--- config.mk ---
export PLATFORM = sky130hd
export DESIGN_NAME = sf_supervision
export DESIGN_NICKNAME = d
export VERILOG_FILES = /design/src/core/sf_sup_pkg.sv /design/src/core/sf_supervision.sv
export SDC_FILE = /design/constraint.sdc
export NUM_CORES = 1
export LEC_CHECK = 0
export ABC_AREA = 1
export BUFFER_PORTS_ARGS = -buffer_cell sky130_fd_sc_hd__buf_2
export CORE_ASPECT_RATIO = 1.1
export CORE_MARGIN = 2
export CORE_UTILIZATION = 66
export DETAILED_ROUTE_END_ITERATION = 12
export PLACE_DENSITY = 0.81
export RECOVER_POWER = 100
export SYNTH_ARGS = -nofsm -noshare
export SYNTH_HDL_FRONTEND = slang
export SYNTH_SLANG_ARGS = --single-unit
export TNS_END_PERCENT = 30
--- constraint.sdc ---
create_clock -name mclk_in -period 9.25 [get_ports mclk_in]
set_input_delay 1.3875 -clock mclk_in [delete_from_list [all_inputs] [get_ports mclk_in]]
set_output_delay 1.3875 -clock mclk_in [all_outputs]
set_load 0.05 [all_outputs]
--- src/core/sf_sup_pkg.sv ---
// package: constants and types for the sf supervision logic
`default_nettype none
package sf_sup_pkg;
   // ==========================================================
   // timing
   localparam int CLK_PERIOD_NS = 50;
   localparam int MS_NS         = 1000000;
   localparam int TICK_CYCLES   = MS_NS / CLK_PERIOD_NS;
   localparam int DIV_W         = 15;
   localparam int CNT_W         = 10;

   // all delays in milliseconds, counted on the 1 ms tick
   localparam logic [CNT_W-1:0] BSF_INSERT_MS = 10'h00D; // 13 ms
   localparam logic [CNT_W-1:0] BSF_REMOVE_MS = 10'h032; // 50 ms
   localparam logic [CNT_W-1:0] TONE_BOOST_MS = 10'h190; // 400 ms
   localparam logic [CNT_W-1:0] PRECUT_MS     = 10'h00F; // 15 ms
   localparam logic [CNT_W-1:0] DIAL_HANG_MS  = 10'h07D; // 125 ms, also the pulse gap limit
   localparam logic [CNT_W-1:0] SEIZE_HOLD_MS = 10'h07D; // 125 ms
   localparam logic [CNT_W-1:0] LOCAL_DISC_MS = 10'h271; // 625 ms

   // ==========================================================
   // types
   typedef enum logic [1:0] {
      EM_TYPE_1   = 2'h0,
      EM_TYPE_2   = 2'h1,
      EM_TYPE_3   = 2'h2,
      EM_TYPE_RSV = 2'h3
   } em_type_e;

   typedef struct packed {
      logic m_lead_gnd;
      logic e_lead_gnd;
      logic relay;
      logic tone_send;
      logic tone_high;
      logic xmt_cut;
      logic bsf_in;
      logic cfg_err;
   } sup_out_s;

   typedef struct packed {
      logic [DIV_W-1:0] div;
      logic             tick;
      logic             prev_tone;
      logic             prev_busy;
      logic [CNT_W-1:0] ins;
      logic [CNT_W-1:0] rem;
      logic [CNT_W-1:0] boost;
      logic [CNT_W-1:0] precut;
      logic [CNT_W-1:0] hang;
      logic [CNT_W-1:0] seize;
      logic [CNT_W-1:0] disc;
      logic             dial_act;
      logic             far_disc;
      sup_out_s         out;
   } sup_state_s;

   // idle: tone sent, path cut, filter in
   localparam sup_out_s RESET_OUT = '{m_lead_gnd: 1'b0, e_lead_gnd: 1'b0, relay: 1'b0, tone_send: 1'b1,
                                      tone_high: 1'b0, xmt_cut: 1'b1, bsf_in: 1'b1, cfg_err: 1'b0};
endpackage
`default_nettype wire

--- src/core/sf_supervision.sv ---
// module: supervisory signaling logic between an sf facility and an e&m trunk
`default_nettype none

// How it works
// - b-side: m output grounded while tone detected
// - b-side: send tone while e lead open
// - b-side with type three interface is rejected
// - b-side: relay energized while tone detected
// - insert receive filter 13 ms after tone
// - high tone level: dialing and first 400 ms
// - path cut while idle, restored on busy
// - path cut during dialing either direction
// - incoming lead transition while off-hook: brief cut
// - local dialing: precut, hold, 125 ms hang
// - remove receive filter 50 ms after tone stops
// - seizure hold, distant cut, local disconnect cut
// - a-side: e output open while tone detected
// - a-side: send tone unless m lead negative
module sf_supervision
   import sf_sup_pkg::*;
#(
   parameter int TICK_CYCLES_P = TICK_CYCLES
) (
   input  wire logic     mclk_in,
   input  wire logic     sys_rst_in,
   input  wire logic     tone_det_in,
   input  wire logic     m_lead_neg_in,
   input  wire logic     e_lead_gnd_in,
   input  wire logic     b_side_in,
   input  wire em_type_e em_type_in,
   output var  sup_out_s sup_out
);

   sup_state_s st;
   sup_state_s nxt;
   logic       b_eff;
   logic       in_busy;
   logic       tone_rise;
   logic       tone_fall;
   logic       busy_edge;
   logic       busy_rise;
   logic       from_idle;

   function automatic logic [CNT_W-1:0] dec(input logic tick, input logic [CNT_W-1:0] c);
      dec = (tick && c != '0) ? c - 1'b1 : c;
   endfunction

   // ==========================================================
   // next state
   always_comb begin
      nxt       = st;
      // a rejected b-side setting falls back to a-side leads
      b_eff     = b_side_in && (em_type_in != EM_TYPE_3);
      in_busy   = b_eff ? e_lead_gnd_in : m_lead_neg_in;
      tone_rise = tone_det_in && !st.prev_tone;
      tone_fall = !tone_det_in && st.prev_tone;
      busy_edge = in_busy != st.prev_busy;
      busy_rise = in_busy && !st.prev_busy;
      from_idle = !st.prev_busy && st.disc == '0;

      nxt.prev_tone = tone_det_in;
      nxt.prev_busy = in_busy;

      // one millisecond tick drives every timer
      nxt.tick = 1'b0;
      if (st.div == DIV_W'(TICK_CYCLES_P - 1)) begin
         nxt.div  = '0;
         nxt.tick = 1'b1;
      end else begin
         nxt.div = st.div + 1'b1;
      end
      nxt.ins    = dec(st.tick, st.ins);
      nxt.rem    = dec(st.tick, st.rem);
      nxt.boost  = dec(st.tick, st.boost);
      nxt.precut = dec(st.tick, st.precut);
      nxt.hang   = dec(st.tick, st.hang);
      nxt.seize  = dec(st.tick, st.seize);
      nxt.disc   = dec(st.tick, st.disc);

      // receive filter timing
      if (st.tick && st.ins == 10'h001) begin
         nxt.out.bsf_in = 1'b1;
      end
      if (st.tick && st.rem == 10'h001) begin
         nxt.out.bsf_in = 1'b0;
      end
      if (tone_rise) begin
         nxt.ins = BSF_INSERT_MS;
         nxt.rem = '0;
      end
      if (tone_fall) begin
         nxt.rem = BSF_REMOVE_MS;
         nxt.ins = '0;
      end

      // dial pulse tracking; the hang timer doubles as the gap limit
      if (st.tick && st.hang == 10'h001) begin
         nxt.dial_act = 1'b0;
      end
      if ((busy_edge && !from_idle) || ((tone_rise || tone_fall) && in_busy)) begin
         if (st.hang != '0) begin
            nxt.dial_act = 1'b1;
         end
         nxt.hang = DIAL_HANG_MS;
      end
      if (busy_edge && !from_idle) begin
         nxt.precut = PRECUT_MS;
      end
      if (busy_rise && from_idle) begin
         nxt.seize = SEIZE_HOLD_MS;
      end
      if (busy_edge && !in_busy) begin
         nxt.disc = LOCAL_DISC_MS;
      end

      // tone returning while busy means the far end has hung up
      if (tone_rise && in_busy && st.seize == '0) begin
         nxt.far_disc = 1'b1;
      end
      if (tone_fall || !in_busy) begin
         nxt.far_disc = 1'b0;
      end

      // outgoing tone and level
      nxt.out.tone_send = !in_busy;
      if (!in_busy && !st.out.tone_send) begin
         nxt.boost = TONE_BOOST_MS;
      end
      nxt.out.tone_high = nxt.out.tone_send && (nxt.boost != '0 || nxt.dial_act);

      // transmit path cut
      nxt.out.xmt_cut = (!in_busy && nxt.disc == '0)
                        || nxt.precut != '0 || nxt.seize != '0 || nxt.dial_act || nxt.far_disc;

      // terminal leads
      nxt.out.m_lead_gnd = b_eff && tone_det_in;
      nxt.out.e_lead_gnd = !b_eff && !tone_det_in;
      nxt.out.relay      = b_eff ? tone_det_in : !tone_det_in;
      nxt.out.cfg_err    = b_side_in && (em_type_in == EM_TYPE_3);
   end

   // ==========================================================
   // state register
   always_ff @(posedge mclk_in or posedge sys_rst_in) begin
      if (sys_rst_in) begin
         st           <= '0;
         st.prev_tone <= 1'b0;
         st.out       <= RESET_OUT;
      end else begin
         st <= nxt;
      end
   end

   assign sup_out = st.out;
endmodule
`default_nettype wire

==> summary by stage <==
Status
The run finished with clean final reports.

Power
The worst vdd rail ir drop is 127.6 µV. Summed over all cells, the static leakage comes to 3.180 nW. The analysis attributes to net switching a power of 0.2738 mW. The internal power consumption is 0.6797 mW.

Of the total power, combinational logic draws 16.3%. Net switching is 28.72% of the power. Dividing total power by cell area gives a power density of 154.8 nW/µm². The sequential fraction of design power is 51.1%.

Of the total power, the clock network draws 32.6%.

Drt
For this block, the via count after detailed routing is 4878. The ratio of routed vias to standard cells is 5.296. The detailed-router iteration count before antenna repair is 5. The DRC marker count from the first detailed-route iteration is 287. In the final routed layout, each cell accounts on average for 12.77 µm.

The detail route stage leaves a number of antenna-violating nets equal to 0. The final routed wirelength across all metal layers is 11.76 mm. The final routed DRC violation total is 0.

Synth
In the synthesized netlist the dominant register cell turns out to be dfrtp_1. The share of synthesized area occupied by flip-flops and latches is 41.95%. Of the total synthesized cell area, the portion taken by XOR and XNOR cells is 4.189%. The synthesis-stage register bit count is 98. By count the netlist is led by nand2_1 (169), inv_1 (126), nor2_1 (118), dfrtp_1 (95), nand3_1 (62).

Counting flops with an async set or reset pin after synthesis yields a share of 100.0%. The most numerous cell in the Yosys netlist is nand2_1. After Yosys synthesis, full adders, half adders and majority gates account for 4.061% of the synthesized area. The synthesized netlist contains 44 unique library cells. The number of nets handed over by synthesis was 817.

Ranked by total cell area, the synthesized netlist is headed by dfrtp_1 (41%), nand2_1 (11%), inv_1 (8.1%). The mapped netlist covers 5854 µm². The top cell type by area accounts for 40.61% of the synthesized area. The cell count after synthesis came out at 790. The cell type with the highest aggregate area in the netlist is dfrtp_1. The Yosys step of the flow raised 0 warnings. The multiplexer area fraction after synthesis is 0%. The average footprint of a synthesized cell is 7.411 µm². The synthesized design contains 0 enable-type register cells.

The area fraction in and, or, nand and nor cells after synthesis is 31.84%. Summing the areas of all compound-gate instances in the mapped netlist gives 7.459% of the synthesized area. By area, the combinational part of the netlist is dominated by simple AND/OR/NAND/NOR gates.

GRT
The largest net degree at the start of global routing is 86. The final global-route overflow total is 0. The number of global-route vias before repair is 4712.

The global routing usage summed across all routing layers is 26.65%. The first global-routing pass estimated 20.42 mm of wire. The number of antenna violations at the first check in global routing is 0.

Min path
Counting instances, the worst hold path has a depth of 1. In this run the worst hold path is classified as register to register.

Worst setup path
The critical path goes through buf_2, inv_1, nor2_1, nor2_1, nand2_1, nand2_1, inv_1, ha_1, inv_1, nand2_1, inv_1, nor2_1, nand2_1, nor2_1, nand2_1, nor2_1, nand3_1. Together, buffers and inverters on the worst path number 5. The peak fanout along the critical path is 8.

The critical path's largest stage delay is 0.29 ns. The slowest stage of the critical path belongs to the cell ha_1. The element type at the critical path end is a register.

The worst reg2reg path depth is 9. On the critical path the largest part of the delay comes from simple AND/OR/NAND/NOR gates. The worst-case register-to-register setup slack is 6.36 ns. The type of origin of the critical path is a primary input. The critical path runs through a total of 17 cells. The critical path is of the primary input to register type. The endpoint required time on the critical path is 9.55 ns.

STA puts the critical path data arrival time at 3.41 ns.

Finish
Compared with the post-synthesis result, the final layout area differs by 5.215%. The proportion of layout cells with a drive suffix above 1 is 7.063%. The repair_antennas step left the layout with diodes totalling 0. The final cell utilization of the core is 70.49%. The final layout contains 829 nets.

STA
The post-route worst hold slack is 0.4676 ns. Setup repair after global routing left no endpoint under its margin. Subtracting the final worst setup slack from the clock period gives 3.108 ns. At the pin with the least slew margin, the transition time is 1.038 ns. Dividing the final minimum period by the clock period gives 33.60%.

The final setup violation count is 0. The final hold violation count is 0. Based on the critical path, the design can be clocked at up to 321.7 MHz. The setup clock skew after layout is 0.01041 ns. The final max-slew violation count is 0. In the final timing run, aggregate negative setup slack is 0 ns. The relative slew slack is 30.80%.

Placement
The count of buffers added on input and output ports is 15. The congestion estimate from routability-driven global placement came to 0.9187. Once detailed placement completed, the half-perimeter wirelength came to 8.672 mm.

Clock tree
After clock tree synthesis, the clock-pin slew on the worst setup and hold paths is 0.09 ns. Counting the buffers created by CTS gives 9. The hold buffer count at cts is 0.

The cell at the root of the clock tree is clkbuf_8. The clock passes through at most 2 buffers. The post-cts sizing count is 0. The count of H-tree levels built during CTS is 3. The TritonCTS clock tree is yes.

Buffers added to address setup during post-CTS repair amount to 0. The clock drives 98 sinks. The clock latency of the later-clocked register in the worst-skew pair is 0.38 ns.

Floorplan
The die is 102.8 µm tall. The core outline area is 8738 µm². The count of boundary I/O pins is 16. In this run the core area contains 36 standard-cell rows. The area of the die is 9641 µm². The die width is 93.80 µm.

For this configuration, the core starts out at a cell density of 67.00%.

Run
The number of max-cap violations is 0.
-- worst register-to-register path, cell delays in order (launching register included) --
cell	delay, ns
dfrtp_1	0.87
inv_1	0.51
nor2_1	0.66
nand3_1	0.17
nand3_1	0.16
nand2_1	0.09
nor2_1	0.09
nand2_1	0.06
nor2_1	0.12
nand3_1	0.10
-- path summary, 6_finish.rpt --
check | start | endpoint
worst max register to register | st[82] | sup_out[2]
max in group asynchronous | sys_rst_in | st[70]
worst max-delay path | em_type_in[1] | sup_out[2]
worst min register to register | st[68] | st[68]
min in group asynchronous | sys_rst_in | st[39]
worst min-delay path | st[68] | st[68]
-- cells in the final DEF (no fill, tap or decap), types with 3 or more instances in the layout --
master    Yosys  final
nand2_1     169    173
inv_1       126    130
nor2_1      118    121
dfrtp_1      95     95
nand3_1      62     62
o21ai_0      25     29
a21oi_1      25     25
xor2_1       20     20
ha_1         19     19
nor3_1       11     12
nand4_1      11     11
clkbuf_8      0     11
clkbuf_1      1     10
xnor2_1       8      8
o21ai_1      12      8
nor2_2       10      7
nand2_2      10      7
buf_2         2      6
nor4_1        4      4
nor2_4        4      4
nand3b_1      3      3
nand3_2       3      3
o31ai_1       3      3
a31oi_1       3      3
dfstp_2       3      3
-- sequential cells by signal, indices dropped and copies added (netlist names) --
name / cells
sup_out: 8
st: 90
-- metal layers --
metal  track usage, %  share of wire (%)
met1            33.67                 44
met2            46.70                 50
met3            4.605                3.7
met4            9.030                1.8
met5                0                  0
-- cell families (layout without fill, tap and decap cells) --
| family | Yosys count | after routing |
|---|---|---|
| adders and majority gates | 19 | 19 |
| xor gates and xnor gates | 28 | 28 |
| buffers and inverters | 149 | 166 |
| AOI/OAI and AO/OA | 79 | 79 |
| and+or+nand+nor | 417 | 417 |
| DFF | 98 | 98 |
-- final cells by class --
type,instances,area (µm²)
clock buffers,12,155.1
clock inverters,4,73.82
fillers,716,2579
inverters,134,504.2
multi-input cells,543,2756
flip-flops and latches,98,2456
well taps,114,142.6
repair buffers,16,71.32
-- power groups by stage --
stage	Clock (mW)	Sequential, mW	Combinational [mW]
2_1_floorplan	0	0.489	0.127
3_3_place_gp	0	0.493	0.149
5_1_grt	0.336	0.492	0.179
4_1_cts	0.318	0.487	0.159
6_report	0.311	0.488	0.155
3_5_place_dp	0	0.495	0.156
-- per-stage QoR --
step	power [mW]	worst slack, ns	area (µm²)	instances
6_report	0.9535	6.142	6160	921
5_1_grt	1.007	5.837	6160	921
4_1_cts	0.9642	6.375	6200	921
3_5_place_dp	0.6510	6.039	5971	905
3_3_place_gp	0.6418	6.129	5971	905
2_1_floorplan	0.6161	5.305	5854	790
(Power assumes the default switching activity.)
